### src/hw/flash_cmd_pkg.sv
// Constants shared by the serial flash command front end.
// Operation
// - Modifying instructions need the write-enable latch set by an earlier command.
// - Latch clears at power-up and after disable, status write, program or erase.
// - Block-protect bits make a region read-only against program and erase.
// - Bottom layout protects from address zero upward, growing with the code.
// - Top layout protects from the array top downward, growing with the code.
// - Write-protect low with status-protect set freezes protect and status-protect bits.
// - In deep sleep only the release instruction is obeyed.
// - Pause never stops a running internal cycle and keeps the bit count.
// - Pause starts and ends on the pause edge, or when clock next goes low.
// - While paused the output floats and clock and data are ignored.
// - Deselect during pause resets the interface; pause must rise before reselect.
// - Bits are taken on rising clock edges, most significant bit first.
// - Read-type instructions end on any deselect; others after their final bit.
// - Write-type instructions execute only if deselect falls on a byte boundary.
// - A program ending mid-byte does nothing and keeps the latch set.
// - Program needs four bytes after opcode; sector erase exactly three.
// - While an internal cycle runs, array access attempts are ignored.
// - Opcodes 06h enable, 04h disable, 01h status write with one byte.
// - 05h streams status, 03h reads, 0Bh reads after one dummy byte.
// - 02h programs a page, D8h erases a sector, C7h erases everything.
// - B9h enters deep sleep; ABh releases and returns identifier after dummies.
// - 90h returns maker and device after three bytes; 9Fh returns three bytes.
// - Status-protect set with write-protect low refuses status writes.
// - Busy bit reads one during an internal cycle, zero otherwise.
package flash_cmd_pkg;
  localparam logic [7:0]  OP_WENA_C  = 8'h06; // write_enable_cmd
  localparam logic [7:0]  OP_WDIS_C  = 8'h04; // write_disable_cmd
  localparam logic [7:0]  OP_SWR_C   = 8'h01; // status_write_cmd
  localparam logic [7:0]  OP_SRD_C   = 8'h05; // status_read_cmd
  localparam logic [7:0]  OP_READ_C  = 8'h03;
  localparam logic [7:0]  OP_FREAD_C = 8'h0B;
  localparam logic [7:0]  OP_PROG_C  = 8'h02; // page_program_cmd
  localparam logic [7:0]  OP_SERA_C  = 8'hD8; // sector_erase_cmd
  localparam logic [7:0]  OP_BERA_C  = 8'hC7; // bulk_erase_cmd
  localparam logic [7:0]  OP_SLEEP_C = 8'hB9; // deep_sleep_cmd
  localparam logic [7:0]  OP_WAKE_C  = 8'hAB; // wake_release_cmd / wake_and_id_cmd
  localparam logic [7:0]  OP_MDID_C  = 8'h90;
  localparam logic [7:0]  OP_JID_C   = 8'h9F;
  // Byte counts, opcode included, at which frames change phase, and the count at which the byte counter saturates.
  localparam logic [3:0]  CNT_OP_C   = 4'h1;
  localparam logic [3:0]  CNT_SWR_C  = 4'h2;
  localparam logic [3:0]  CNT_ADDR_C = 4'h4;
  localparam logic [3:0]  CNT_FAST_C = 4'h5;
  localparam logic [3:0]  CNT_MAX_C  = 4'hF;
  // Status byte layout.
  localparam int          SB_BUSY_C  = 0;
  localparam int          SB_LATCH_C = 1;
  localparam int          SB_BP_LO_C = 2;
  localparam int          SB_LOCK_C  = 7;
  // Array geometry: smallest protect region is one 4 KB sector.
  localparam int          AW_C       = 18;
  localparam logic [17:0] SECT4K_C   = 18'h01000;
  localparam logic [2:0]  BP_ALL_C   = 3'h7;
  localparam logic [2:0]  BP_NONE_C  = 3'h0;
endpackage : flash_cmd_pkg

### src/hw/serial_flash_cmd_protect.sv
// Command front end of the serial flash: framing, decode, protection and pause.
`timescale 1ns/10ps
module serial_flash_cmd_protect #(
  parameter bit         TOP_BOOT    = 1'b0,
  parameter int         BUSY_CYCLES = 64,
  parameter logic [7:0] MAKER_ID    = 8'hA5, // Arbitrary value.
  parameter logic [7:0] DEV_ID_BOT  = 8'h5A, // Arbitrary value.
  parameter logic [7:0] DEV_ID_TOP  = 8'h5B, // Arbitrary value.
  parameter logic [7:0] JID_HI      = 8'h3C, // Arbitrary value.
  parameter logic [7:0] JID_LO      = 8'hC3  // Arbitrary value.
) (
  // System
  input  wire logic        clk_sys,
  input  wire logic        nrst,
  // Serial link pins
  input  wire logic        sclk,
  input  wire logic        cs_n,
  input  wire logic        serial_in,
  input  wire logic        pause_n,
  input  wire logic        wp_n,
  output logic             serial_out,
  output logic             serial_out_oe,
  // Array side
  input  wire logic [7:0]  arr_rdata,
  output logic [23:0]      arr_addr,
  output logic             prog_byte_stb,
  output logic [7:0]       prog_byte,
  output logic             prog_go,
  output logic             erase_go,
  output logic             bulk_go,
  // Status
  output logic [7:0]       status_byte,
  output logic             deep_sleep
);

  typedef struct packed {
    logic        sclk_m, sclk_s, sclk_d;
    logic        cs_m, cs_s, cs_d;
    logic        din_m, din_s;
    logic        pause_m, pause_s;
    logic        wp_m, wp_s;
    logic        active;
    logic        hold_act;
    logic        hold_lock;
    logic [2:0]  bits;
    logic [3:0]  cnt;
    logic [7:0]  sh;
    logic [7:0]  op;
    logic [23:0] addr;
    logic [23:0] rd_addr;
    logic [7:0]  out_sr;
    logic        out_live;
    logic        load_pend;
    logic [1:0]  id_idx;
    logic        so;
    logic        so_oe;
    logic        asleep;
    logic        write_enable_latch;
    logic [2:0]  bp;
    logic        status_protect_bit;
    logic        busy;
    logic [15:0] bcnt;
    logic        prog_go, erase_go, bulk_go;
    logic        prog_stb;
    logic [7:0]  prog_byte;
  } state_s;

  localparam state_s RESET_C = '{sclk_m: 1'b0, sclk_s: 1'b0, sclk_d: 1'b0,
                                 cs_m: 1'b1, cs_s: 1'b1, cs_d: 1'b1,
                                 pause_m: 1'b1, pause_s: 1'b1,
                                 wp_m: 1'b1, wp_s: 1'b1, default: '0};

  state_s st_r, st_nxt;

  localparam logic [17:0] SECT4K_C = flash_cmd_pkg::SECT4K_C;

  // Protected-region test; regions are sector aligned, so one address settles it.
  function automatic logic prot_hit(input logic [23:0] a, input logic [2:0] code);
    logic [17:0] span;
    span = SECT4K_C << (3'(code - 3'h1));
    if (code == flash_cmd_pkg::BP_NONE_C) begin
      prot_hit = 1'b0;
    end else if (code == flash_cmd_pkg::BP_ALL_C) begin
      prot_hit = 1'b1;
    end else if (TOP_BOOT) begin
      prot_hit = a[flash_cmd_pkg::AW_C-1:0] >= 18'(18'h0 - span);
    end else begin
      prot_hit = a[flash_cmd_pkg::AW_C-1:0] < span;
    end
  endfunction : prot_hit

  logic       rise, fall, cs_rise, cs_fall, hard_protected_mode, aligned, can_mod;
  logic [7:0] byte_in;
  logic [7:0] stat;

  always_comb begin
    st_nxt   = st_r;
    // Synchronisers; the first stage feeds only the second.
    st_nxt.sclk_m  = sclk;
    st_nxt.sclk_s  = st_r.sclk_m;
    st_nxt.sclk_d  = st_r.sclk_s;
    st_nxt.cs_m    = cs_n;
    st_nxt.cs_s    = st_r.cs_m;
    st_nxt.cs_d    = st_r.cs_s;
    st_nxt.din_m   = serial_in;
    st_nxt.din_s   = st_r.din_m;
    st_nxt.pause_m = pause_n;
    st_nxt.pause_s = st_r.pause_m;
    st_nxt.wp_m    = wp_n;
    st_nxt.wp_s    = st_r.wp_m;
    st_nxt.prog_go  = 1'b0;
    st_nxt.erase_go = 1'b0;
    st_nxt.bulk_go  = 1'b0;
    st_nxt.prog_stb = 1'b0;
    st_nxt.load_pend = 1'b0;

    rise    = st_r.sclk_s & ~st_r.sclk_d;
    fall    = ~st_r.sclk_s & st_r.sclk_d;
    cs_rise = st_r.cs_s & ~st_r.cs_d;
    cs_fall = ~st_r.cs_s & st_r.cs_d;
    hard_protected_mode = st_r.status_protect_bit & ~st_r.wp_s;
    aligned = st_r.bits == 3'h0;
    can_mod = st_r.write_enable_latch & ~st_r.busy & ~st_r.asleep;
    byte_in = {st_r.sh[6:0], st_r.din_s};
    stat    = '0;
    stat[flash_cmd_pkg::SB_BUSY_C] = st_r.busy;
    stat[flash_cmd_pkg::SB_LATCH_C] = st_r.write_enable_latch;
    stat[flash_cmd_pkg::SB_BP_LO_C +: 3] = st_r.bp;
    stat[flash_cmd_pkg::SB_LOCK_C] = st_r.status_protect_bit;

    // Internal cycle timer runs regardless of pause or selection.
    if (st_r.busy) begin
      st_nxt.bcnt = st_r.bcnt - 16'h1;
      if (st_r.bcnt == 16'h1) begin
        st_nxt.busy = 1'b0;
        st_nxt.write_enable_latch = 1'b0;
      end
    end

    // Pause takes effect only while the clock is low, entry and exit alike.
    if (st_r.active && !st_r.sclk_s) begin
      st_nxt.hold_act = ~st_r.pause_s;
    end
    if (st_r.cs_s && st_r.pause_s) begin
      st_nxt.hold_lock = 1'b0;
    end

    if (cs_fall && !st_r.hold_lock) begin
      st_nxt.active   = 1'b1;
      st_nxt.bits     = '0;
      st_nxt.cnt      = '0;
      st_nxt.out_live = 1'b0;
      st_nxt.id_idx   = '0;
    end else if (cs_rise && st_r.active) begin
      st_nxt.active   = 1'b0;
      st_nxt.out_live = 1'b0;
      st_nxt.hold_act = 1'b0;
      if (st_r.hold_act) begin
        st_nxt.hold_lock = 1'b1;
      end else if (st_r.asleep) begin
        if (st_r.op == flash_cmd_pkg::OP_WAKE_C && st_r.cnt != '0 && aligned) begin
          st_nxt.asleep = 1'b0;
        end
      end else if (aligned) begin
        unique case (st_r.op)
          flash_cmd_pkg::OP_WENA_C:
            if (st_r.cnt == flash_cmd_pkg::CNT_OP_C) st_nxt.write_enable_latch = 1'b1;
          flash_cmd_pkg::OP_WDIS_C:
            if (st_r.cnt == flash_cmd_pkg::CNT_OP_C) st_nxt.write_enable_latch = 1'b0;
          flash_cmd_pkg::OP_SLEEP_C:
            if (st_r.cnt == flash_cmd_pkg::CNT_OP_C) st_nxt.asleep = 1'b1;
          flash_cmd_pkg::OP_SWR_C:
            if (st_r.cnt == flash_cmd_pkg::CNT_SWR_C && can_mod
                && !hard_protected_mode) begin
              st_nxt.bp   = st_r.addr[flash_cmd_pkg::SB_BP_LO_C +: 3];
              st_nxt.status_protect_bit = st_r.addr[flash_cmd_pkg::SB_LOCK_C];
              st_nxt.busy = 1'b1;
              st_nxt.bcnt = 16'(BUSY_CYCLES);
            end
          flash_cmd_pkg::OP_PROG_C:
            if (st_r.cnt > flash_cmd_pkg::CNT_ADDR_C && can_mod) begin
              if (prot_hit(st_r.addr, st_r.bp)) begin
                st_nxt.write_enable_latch = 1'b0;
              end else begin
                st_nxt.prog_go = 1'b1;
                st_nxt.busy    = 1'b1;
                st_nxt.bcnt    = 16'(BUSY_CYCLES);
              end
            end
          flash_cmd_pkg::OP_SERA_C:
            if (st_r.cnt == flash_cmd_pkg::CNT_ADDR_C && can_mod) begin
              if (prot_hit(st_r.addr, st_r.bp)) begin
                st_nxt.write_enable_latch = 1'b0;
              end else begin
                st_nxt.erase_go = 1'b1;
                st_nxt.busy     = 1'b1;
                st_nxt.bcnt     = 16'(BUSY_CYCLES);
              end
            end
          flash_cmd_pkg::OP_BERA_C:
            if (st_r.cnt == flash_cmd_pkg::CNT_OP_C && can_mod) begin
              if (st_r.bp != flash_cmd_pkg::BP_NONE_C) begin
                st_nxt.write_enable_latch = 1'b0;
              end else begin
                st_nxt.bulk_go = 1'b1;
                st_nxt.busy    = 1'b1;
                st_nxt.bcnt    = 16'(BUSY_CYCLES);
              end
            end
          default: begin
          end
        endcase
      end
      // A program frame that ends mid-byte falls through with the latch untouched.
    end else if (st_r.active && !st_r.hold_act) begin
      if (rise) begin
        st_nxt.sh   = byte_in;
        st_nxt.bits = st_r.bits + 3'h1;
        if (st_r.bits == 3'h7) begin
          st_nxt.cnt = (st_r.cnt == flash_cmd_pkg::CNT_MAX_C) ? st_r.cnt
                                                               : st_r.cnt + 4'h1;
          st_nxt.load_pend = 1'b1;
          if (st_r.cnt == '0) begin
            st_nxt.op = byte_in;
          end else if (st_r.cnt < flash_cmd_pkg::CNT_ADDR_C) begin
            st_nxt.addr = {st_r.addr[15:0], byte_in};
          end
          if (st_r.op == flash_cmd_pkg::OP_PROG_C && st_r.cnt >= flash_cmd_pkg::CNT_ADDR_C
              && !st_r.asleep && !st_r.busy) begin
            st_nxt.prog_stb  = 1'b1;
            st_nxt.prog_byte = byte_in;
          end
          if ((st_r.op == flash_cmd_pkg::OP_READ_C
               && st_r.cnt + 4'h1 >= flash_cmd_pkg::CNT_ADDR_C)
              || (st_r.op == flash_cmd_pkg::OP_FREAD_C
               && st_r.cnt + 4'h1 >= flash_cmd_pkg::CNT_FAST_C)) begin
            // For 03h the last address byte lands in this same cycle, so the updated address is used.
            st_nxt.rd_addr = (st_r.cnt + 4'h1 == flash_cmd_pkg::CNT_ADDR_C
                              || (st_r.op == flash_cmd_pkg::OP_FREAD_C
                              && st_r.cnt + 4'h1 == flash_cmd_pkg::CNT_FAST_C))
                             ? st_nxt.addr : st_r.rd_addr + 24'h1;
          end
        end
      end else if (fall && st_r.out_live) begin
        st_nxt.so     = st_r.out_sr[7];
        st_nxt.out_sr = {st_r.out_sr[6:0], 1'b0};
      end
    end

    // Load the next output byte one cycle after a byte boundary, so array data is settled.
    if (st_r.load_pend && st_r.active) begin
      st_nxt.out_live = 1'b1;
      unique case (st_r.op)
        flash_cmd_pkg::OP_SRD_C:
          st_nxt.out_sr = stat;
        flash_cmd_pkg::OP_READ_C:
          st_nxt.out_sr = arr_rdata;
        flash_cmd_pkg::OP_FREAD_C:
          st_nxt.out_sr = arr_rdata;
        flash_cmd_pkg::OP_WAKE_C:
          st_nxt.out_sr = TOP_BOOT ? DEV_ID_TOP : DEV_ID_BOT;
        flash_cmd_pkg::OP_MDID_C:
          st_nxt.out_sr = st_r.cnt[0] ? (TOP_BOOT ? DEV_ID_TOP : DEV_ID_BOT)
                                      : MAKER_ID;
        flash_cmd_pkg::OP_JID_C: begin
          st_nxt.out_sr = (st_r.id_idx == 2'h0) ? MAKER_ID
                        : (st_r.id_idx == 2'h1) ? JID_HI : JID_LO;
          st_nxt.id_idx = (st_r.id_idx == 2'h2) ? 2'h0 : st_r.id_idx + 2'h1;
        end
        default:
          st_nxt.out_live = 1'b0;
      endcase
      if (st_r.cnt < flash_cmd_pkg::CNT_ADDR_C
          && st_r.op != flash_cmd_pkg::OP_SRD_C && st_r.op != flash_cmd_pkg::OP_JID_C) begin
        st_nxt.out_live = 1'b0;
      end
      if (st_r.op == flash_cmd_pkg::OP_FREAD_C && st_r.cnt < flash_cmd_pkg::CNT_FAST_C) begin
        st_nxt.out_live = 1'b0;
      end
      if ((st_r.asleep && st_r.op != flash_cmd_pkg::OP_WAKE_C)
          || (st_r.busy && (st_r.op == flash_cmd_pkg::OP_READ_C
                            || st_r.op == flash_cmd_pkg::OP_FREAD_C))) begin
        st_nxt.out_live = 1'b0;
      end
    end

    st_nxt.so_oe = st_nxt.active & ~st_nxt.hold_act & st_nxt.out_live;
  end

  always_ff @(posedge clk_sys or negedge nrst) begin
    if (!nrst) begin
      st_r <= RESET_C;
    end else begin
      st_r <= st_nxt;
    end
  end

  assign serial_out    = st_r.so;
  assign serial_out_oe = st_r.so_oe;
  assign arr_addr      = st_r.rd_addr;
  assign prog_byte_stb = st_r.prog_stb;
  assign prog_byte     = st_r.prog_byte;
  assign prog_go       = st_r.prog_go;
  assign erase_go      = st_r.erase_go;
  assign bulk_go       = st_r.bulk_go;
  assign deep_sleep    = st_r.asleep;
  assign status_byte   = {st_r.status_protect_bit, 2'h0, st_r.bp, st_r.write_enable_latch,
                          st_r.busy};

  chk_go_needs_latch: assert property (@(posedge clk_sys) disable iff (!nrst)
    (st_r.prog_go || st_r.erase_go || st_r.bulk_go) |-> st_r.write_enable_latch)
    else $error("Modify started without write enable latch");
  chk_busy_on_go: assert property (@(posedge clk_sys) disable iff (!nrst)
    (st_r.prog_go || st_r.erase_go) |-> st_r.busy ##1 st_r.busy)
    else $error("Busy not held after start");
  chk_latch_clear_end: assert property (@(posedge clk_sys) disable iff (!nrst)
    $fell(st_r.busy) |-> !st_r.write_enable_latch)
    else $error("Latch still set after cycle end");
  chk_bulk_needs_zero: assert property (@(posedge clk_sys) disable iff (!nrst)
    st_r.bulk_go |-> $past(st_r.bp) == 3'h0)
    else $error("Bulk erase with protection set");
  chk_prog_unprot: assert property (@(posedge clk_sys) disable iff (!nrst)
    (st_r.prog_go || st_r.erase_go) |-> !prot_hit(st_r.addr, st_r.bp))
    else $error("Protected region targeted");
  chk_hard_freeze: assert property (@(posedge clk_sys) disable iff (!nrst)
    $past(st_r.status_protect_bit && !st_r.wp_s)
    |-> $stable(st_r.bp) && $stable(st_r.status_protect_bit))
    else $error("Protect bits changed in hardware protected mode");
  chk_sleep_quiet: assert property (@(posedge clk_sys) disable iff (!nrst)
    $past(st_r.asleep) |-> !st_r.prog_go && !st_r.erase_go && !st_r.bulk_go && !st_r.prog_stb)
    else $error("Instruction obeyed in deep sleep");
  chk_pause_float: assert property (@(posedge clk_sys) disable iff (!nrst)
    st_r.hold_act |-> !st_r.so_oe)
    else $error("Output driven during pause");
  chk_pause_count: assert property (@(posedge clk_sys) disable iff (!nrst)
    (st_r.hold_act && $past(st_r.hold_act) && st_r.active) |-> $stable(st_r.bits))
    else $error("Bit count moved during pause");
  chk_busy_hold: assert property (@(posedge clk_sys) disable iff (!nrst)
    $rose(st_r.busy) |-> st_r.busy[*8])
    else $error("Internal cycle cut short");
  chk_busy_read_quiet: assert property (@(posedge clk_sys) disable iff (!nrst)
    (st_r.busy && (st_r.op == flash_cmd_pkg::OP_READ_C || st_r.op == flash_cmd_pkg::OP_FREAD_C))
    |-> !st_r.so_oe)
    else $error("Array read answered during internal cycle");

endmodule : serial_flash_cmd_protect

### config.mk
export PLATFORM = sky130hd
export DESIGN_NAME = serial_flash_cmd_protect
export DESIGN_NICKNAME = d
export VERILOG_FILES = /design/src/hw/flash_cmd_pkg.sv /design/src/hw/serial_flash_cmd_protect.sv
export SDC_FILE = /design/constraint.sdc
export NUM_CORES = 1
export LEC_CHECK = 0
export CAP_MARGIN = 30
export CORE_MARGIN = 4
export CORE_UTILIZATION = 60
export DETAILED_ROUTE_END_ITERATION = 12
export DONT_BUFFER_PORTS = 1
export HOLD_SLACK_MARGIN = 0.15
export PLACE_DENSITY_LB_ADDON = 0.12
export REMOVE_ABC_BUFFERS = 1
export SYNTH_ARGS = -nofsm -noshare
export SYNTH_HDL_FRONTEND = slang
export SYNTH_SLANG_ARGS = --single-unit
### constraint.sdc
create_clock -name clk_sys -period 3 [get_ports clk_sys]
set_input_delay 0.6 -clock clk_sys [delete_from_list [all_inputs] [get_ports clk_sys]]
set_output_delay 0.6 -clock clk_sys [all_outputs]
set_load 0.03 [all_outputs]
==> results of run 1 <==
[sequential cells by signal (all words and copies together), names as in the netlist]
name / count
prog_go: 1
serial_out_oe: 1
status_byte: 6
st_nxt: 7
erase_go: 1
prog_byte: 8
bulk_go: 1
st_r: 74
byte_in: 8
arr_addr: 24
serial_out: 1
prog_byte_stb: 1
deep_sleep: 1
[worst max-delay path: stages (launching register included)]
cell and delay [ps]:
dfrtp_1 430, buf_4 210, or3b_2 450, ha_1 280, o21a_1 110, o21ai_0 90, a32oi_1 440, a211o_1 500
a21oi_1 140
[cell usage in the layout, fill, tap and decap left out, types with 5 or more instances in the layout]
cell        instances
or3_1               5
clkinvlp_4          5
clkbuf_16          17
nand2b_1           11
dfstp_2             7
and4_1              7
mux2i_1            44
nor3_1             19
a22o_1             10
a21oi_1            23
o21ai_0            27
a22oi_1            11
nor4_1              8
nand3b_1            5
or4_1               5
a221oi_1            6
ha_1               16
mux2_2             56
o211ai_1           27
nand2_1            42
and2_1              6
dfrtp_1           127
nor2_1             30
or3b_2              5
inv_1              30
nor2b_1            13
nand4_1            11
xor2_1              5
and3_1             11
xnor2_1            11
nand3_1            15
buf_4              14
[worst min path at each step]
stage,end,depth (start not counted)
2_1_floorplan,arr_addr[0]$_DFFE_PN0P_,0
3_3_place_gp,erase_go$_DFF_PN0_,0
3_5_place_dp,st_r[14]$_DFF_PN0_,0
4_1_cts,st_r[44]$_DFF_PN0_,0
5_1_grt,st_r[22]$_DFF_PN0_,0
6_report,st_r[12]$_DFF_PN0_,0
[kinds of logic after synthesis]
| logic type | Yosys count | share of synthesized area, % |
|---|---|---|
| xor gates and xnor gates | 16 | 1.816 |
| and+or+nand+nor | 214 | 16.30 |
| muxes | 100 | 13.88 |
| DFF | 134 | 43.58 |
| other | 1 | 0.04861 |
| adders and majority gates | 16 | 2.595 |
| AOI/OAI and AO/OA | 149 | 13.51 |
| buffers and inverters | 112 | 8.271 |
[power by group]
group	switching [uW]	total [uW]	leakage, uW	internal (uW)
combinational	54.1	112	0.00140	57.9
clock	774	2090	0.000281	1320
sequential	73.9	1940	0.00181	1870
total	902	4150	0.00350	3240
[cell type report]
class	count	area (sq um)
Clock buffer	19	442.9
Sequential cell	134	3362
Tap cell	172	215.2
Clock inverter	13	156.4
Fill cell	1033	4478
Inverter	30	112.6
Multi-Input combinational cell	497	3727
Timing Repair Buffer	15	125.1
[what timing repair did]
action	CTS	global route
resized for setup	0	1
setup endpoints to repair	0	1
hold endpoints to repair	134	134
[per-layer routing]
layer	vias up	part of all wire (%)	GRT usage [%]	wire, um
met5	-	0	0	0
met4	0	1.6	7.353	272
met3	29	6.2	5.921	1067
met2	161	48	38.62	8178
met1	2743	44	33.76	7609
li1	2572	-	-	-
[per-stage QoR]
stage / setup TNS (ps) / utilization, %
3_5_place_dp: 0 / 59.76
4_1_cts: 0 / 64.51
3_3_place_gp: 0 / 59.76
2_1_floorplan: -5083 / -
5_1_grt: 0 / 64.52
6_report: 0 / 64.52
==> summary.md, run 1 <==
| Metric | Value |
|---|---|
| Status | `complete, but fails checks` |
| Failing checks | `negative hold slack` |
| Cell Area, Synth | `0.007715 sq mm` |
| DP Wirelength | `12020 um` |
| Slew @ Worst Pin | `693.4 ps` |
| Yosys warnings | `0` |
| Min Tclk post-route | `2782 ps` |
| Setup WS post-layout | `217.9 ps` |
| Post-Layout Cell Count | `880` |
| PD cells | `509.3 mW/mm^2` |
| Inserted Clock Buffers | `17` |
| RSZ-0062 raised after global routing | `false` |
| Netlist cell types | `70` |
| Placer Congestion | `0.9220` |
| Top-area cell type share of the netlist area | `41.19%` |
| Sequential area share after synthesis | `43.58%` |
| Crit Path Class | `reg2reg` |
| Worst slew margin | `53.19%` |
| Post-route cell area | `0.008142 sq mm` |
| GRT Total Usage | `24.51%` |
| Initial antenna violation count | `0` |
| DRC viols | `0` |
| Ranking of synthesized cells by area | `dfrtp_1 41%, mux2_2 8.2%, mux2i_1 5.7%, buf_4 4.2%, o211ai_1 2.6%` |
| Final slew viol count | `0` |
| Arr. time, crit path | `3060 ps` |
| Final setup violating endpoints | `0` |
| First-pass GRT wire length | `between 20000 and 30000 um` |
| Num rows | `41` |
| Cell taking the most area after synthesis | `dfrtp_1` |
| Most instantiated cells after synthesis | `127 x dfrtp_1, 56 x mux2_2, 44 x mux2i_1` |
| R2R setup slack | `roughly 220 ps` |
| Root buf cell | `clkbuf_16` |
| Drt pass-1 iters | `6` |
| Pin count of the biggest net entering global routing | `between 100 and 150` |
| Placed cells | `848` |
| Initial Utilization | `about 61%` |
| Die Y | `~120 um` |
| Vias in the first global route | `roughly 5500` |
| Critical Path RT | `~3300 ps` |
| Clock slew at reported path FFs | `roughly 60 ps` |
| Count of buffers inserted at the top-level ports | `0` |
| Reg2reg end | `st_r[17]$_DFF_PN0_` |
| TritonCTS sink count | `134` |
| Average size of a mapped cell | `10.40 sq um` |
| Fin crit share | `92.74%` |
| Worst Setup End Kind | `flip-flop` |
| CTS tree | `yes` |
| Min-Delay Path Class | `in2async` |
| DRT iter0 DRCs | `455` |
| Asr flop ratio synth | `100.0%` |
| Worst setup endpoint | `st_r[17]$_DFF_PN0_` |
| Full die area | `0.01474 sq mm` |
| Cells after Synth | `742` |
| Worst vdd rail ir drop | `0.4006 mV` |
| IO Pins | `62` |
| Ant diodes | `0` |
| Worst-Skew Late Latency | `420 ps` |
| Critical Path Start | `status_byte[3]$_DFFE_PN0P_` |
| Top_reg_cell synth | `dfrtp_1` |
| Final WL | `17130 um` |
| # Post-CTS Setup Buffers | `0` |
| Core footprint | `0.01262 sq mm` |
| Fmax | `~360 MHz` |
| R2R depth | `8` |
| Post-route ant nets | `0` |
| Post-placement cell area | `0.007541 sq mm` |
| WL/cell | `19.46 um` |
| Reg-to-Reg Start | `status_byte[3]$_DFFE_PN0P_` |
| EDFF count, synth | `0` |
| Setup Skew | `10.07 ps` |
| DP Worst Slack | `224.0 ps` |
| CP startpoint kind | `flip-flop` |
| WHS | `-118.7 ps` |
| Final global-route overflow total | `0` |
| Share of layout cells above drive strength 1 | `~19%` |
| Most common cell in the netlist | `dfrtp_1` |
| Final hold violation count | `127` |
| H-tree depth | `4` |
| Clock Tree Buf Depth | `2` |
| CP Max Fanout | `15` |
| Tot Pwr | `4146 uW` |
| Max_cap viols | `0` |
| Synthesized flop and latch total | `134` |
| Post-synthesis to final-layout area growth | `5.530%` |
| Leak | `~0.0035 uW` |
| Fin nets | `726` |
| Die width | `121.4 um` |
| Vias per Instance | `6.256` |
| Vias | `5505` |
Power figures use the tool's default switching activity.
==> run 2, diff against run 1 <==
Settings changed: CORE_MARGIN 4 to default, HOLD_SLACK_MARGIN 0.15 to default.
Clock period 3 ns to 2.6 ns, I/O delays scaled along.
==> summary.md, run 2 (synthesis results as in run 1) <==
| Metric | Value |
|---|---|
| # Post-CTS Setup Buffers | `0 (unchanged)` |
| RSZ-0062 raised after global routing | `true (was false)` |
| CTS tree | `yes (unchanged)` |
| Met3 Wirelength | `905 um (was 1067 um)` |
| GRT Total Usage | `27.29% (was 24.51%)` |
| Final global-route overflow total | `0 (unchanged)` |
| CP Max Fanout | `10 (was 15)` |
| CP Buf/Inv Count | `1 (unchanged)` |
| Fmax | `398.7 MHz (was 359.4 MHz)` |
| Die width | `115.4 um (was 121.4 um)` |
| Full die area | `0.01332 sq mm (was 0.01474 sq mm)` |
| Die Y | `115.4 um (was 121.4 um)` |
| Fin crit share | `96.46% (was 92.74%)` |
| Root buf cell | `clkbuf_16 (unchanged)` |
| PD cells | `590.5 mW/mm^2 (was 509.3 mW/mm^2)` |
| Setup WS post-layout | `91.96 ps (was 217.9 ps)` |
| Failing checks | `negative hold slack (unchanged)` |
| Final setup violating endpoints | `0 (unchanged)` |
| Most common cell after layout, fill and taps aside | `dfrtp_1 (unchanged)` |
| Worst slew margin | `53.93% (was 53.19%)` |
| Vias per Instance | `6.288 (was 6.256)` |
| Final hold violation count | `128 (was 127)` |
| Inserted Clock Buffers | `17 (unchanged)` |
| Worst-Skew Late Latency | `430 ps (was 420 ps)` |
| Largest register by flop count | `st_r (unchanged)` |
| Clock slew at reported path FFs | `60 ps (about the same)` |
| TritonCTS sink count | `134 (unchanged)` |
| Finished Core Util | `66.30% (was 64.52%)` |
| Critical Path RT | `2950 ps (was 3280 ps)` |
| Count of buffers inserted at the top-level ports | `0 (unchanged)` |
| Min Tclk post-route | `2508 ps (was 2782 ps)` |
| Share of layout cells above drive strength 1 | `20.97% (was 18.50%)` |
| H-tree depth | `4 (unchanged)` |
| Most frequent cells in the layout | `127 x dfrtp_1, 56 x mux2_2, 44 x mux2i_1, 42 x nand2_1 (unchanged)` |
| Max_cap viols | `0 (unchanged)` |
| Final slew viol count | `0 (unchanged)` |
| Min-Delay Path Class | `in2async (unchanged)` |
| Drt pass-1 iters | `4 (was 6)` |
| DRC viols | `0 (unchanged)` |
| Max incr delay on CP | `450 ps (was 500 ps)` |
| Vias | `5640 (was 5505)` |
| WL/cell | `19.06 um (was 19.46 um)` |
| Initial Utilization | `61.38% (was 61.13%)` |
| Pin count of the biggest net entering global routing | `135 (unchanged)` |
| DRT iter0 DRCs | `378 (was 455)` |
| IO Pins | `62 (unchanged)` |
| Max FFs per register | `74 (unchanged)` |
| Status | `complete, but fails checks (unchanged)` |
| Arr. time, crit path | `2860 ps (was 3060 ps)` |
| Worst vdd rail ir drop | `0.3933 mV (was 0.4006 mV)` |
| DP Worst Slack | `12.61 ps (was 224.0 ps)` |
| CP max stage cell | `or3b_2 (was a211o_1)` |
| Layout fillers | `980 (was 1033)` |
| Crit Path Class | `reg2reg (unchanged)` |
| Clock Tree Buf Depth | `2 (unchanged)` |
| Worst Setup End Kind | `flip-flop (unchanged)` |
| Top layer in use | `met4 (unchanged)` |
| WHS | `-209.0 ps (was -118.7 ps)` |
| Final WL | `17100 um (was 17130 um)` |
| First-pass GRT wire length | `27850 um (was 28410 um)` |
| Slew @ Worst Pin | `689.6 ps (was 693.4 ps)` |
| Vias in the first global route | `5540 (was 5470)` |
| Post-synthesis to final-layout area growth | `8.012% (was 5.530%)` |
| Largest delay contributor family on the critical path | `compound AO/OA/AOI/OAI gates (unchanged)` |
| DP Wirelength | `11730 um (was 12020 um)` |
| Post-route ant nets | `0 (unchanged)` |
| CP startpoint kind | `flip-flop (unchanged)` |
| CP cell instances | `buf_4 > or3b_2 > ha_1 > o21a_1 > o21ai_0 > a32oi_2 > a211o_2 > a21oi_1 (was buf_4 > or3b_2 > ha_1 > o21a_1 > o21ai_0 > a32oi_1 > a211o_1 > a21oi_1)` |
| Placer Congestion | `0.9170 (was 0.9220)` |
| Fin nets | `743 (was 726)` |
| Ant diodes | `0 (unchanged)` |
| Num rows | `41 (unchanged)` |
| Final TNS setup | `0 ps (unchanged)` |
| Initial antenna violation count | `0 (unchanged)` |
| Met2 wire len | `8368 um (was 8178 um)` |
| Leak | `0.003618 uW (was 0.003495 uW)` |
| Core footprint | `0.01257 sq mm (was 0.01262 sq mm)` |
| Setup Skew | `5.621 ps (was 10.07 ps)` |
| Metal-1 WL | `7457 um (was 7609 um)` |
-- run 2: changes by cell type in the layout (fill, tap and decap cells not counted), moves of 2 or more --
cell      change
inv_6         +2
buf_4        +16
clkinv_4      +2
a211oi_2      +2
a211oi_1      -2
clkinv_2      -3
-- run 2: path summary, 6_finish.rpt --
| check | cells past startpoint | endpoint | slack (ps) | start |
|---|---|---|---|---|
| worst max-delay path | 8 | st_r[27]$_DFF_PN0_ | 90 | status_byte[3]$_DFFE_PN0P_ |
| worst min-delay path | 0 | st_r[25]$_DFF_PN0_ | -210 | nrst |
| worst max register to register | 8 | st_r[27]$_DFF_PN0_ | 90 | status_byte[3]$_DFFE_PN0P_ |
| worst min register to register | 0 | st_nxt[132]$_DFF_PN0_ | 350 | st_nxt[133]$_DFF_PN0_ |
| max in group asynchronous | 0 | st_r[129]$_DFF_PN1_ | 2560 | nrst |
| min in group clk_sys | 0 | st_nxt[123]$_DFF_PN1_ | 90 | wp_n |
-- run 2: timing repair --
item                       in CTS  in global routing
hold endpoints to repair      134                134
resized for setup               0                  7
setup endpoints to repair       0                 16
-- run 2: layer usage --
metal | vias to the layer above | global-route usage, %
met1 | 2827 | 35.42
li1 | 2617 | -
met3 | 38 | 6.853
met4 | 0 | 11.08
met5 | - | 0
met2 | 158 | 43.75
-- run 2: final cells by class --
type                            instances  area, sq um  area share [%]
Multi-Input combinational cell        498         3770           45.24
Sequential cell                       134         3362           40.35
Clock buffer                           18        429.2           5.150
Timing Repair Buffer                   31        245.2           2.943
Tap cell                              172        215.2           2.583
Clock inverter                         14        198.9           2.387
Inverter                               30        112.6           1.351
-- run 2: power breakdown --
group	internal (uW)	switching [uW]	total (uW)
Clock	1610	940	2550
Combinational	68.1	65.8	134
Sequential	2150	84.2	2240
Total	3830	1090	4920
-- run 2: per-stage QoR --
stage	power (uW)	instances	instance area [sq um]
2_1_floorplan	2344	661	7193
6_report	4920	897	8333
4_1_cts	4960	896	8289
3_5_place_dp	2403	864	7661
5_1_grt	5061	897	8333
3_3_place_gp	2393	864	7661
-- run 2: worst register-to-register path, delay by kind of cell (launching register included) --
family,cells,cell delay (ps)
compound gates,5,1080
fa+ha+maj,1,310
flops,1,380
simple gates,1,450
buf+inv,1,200
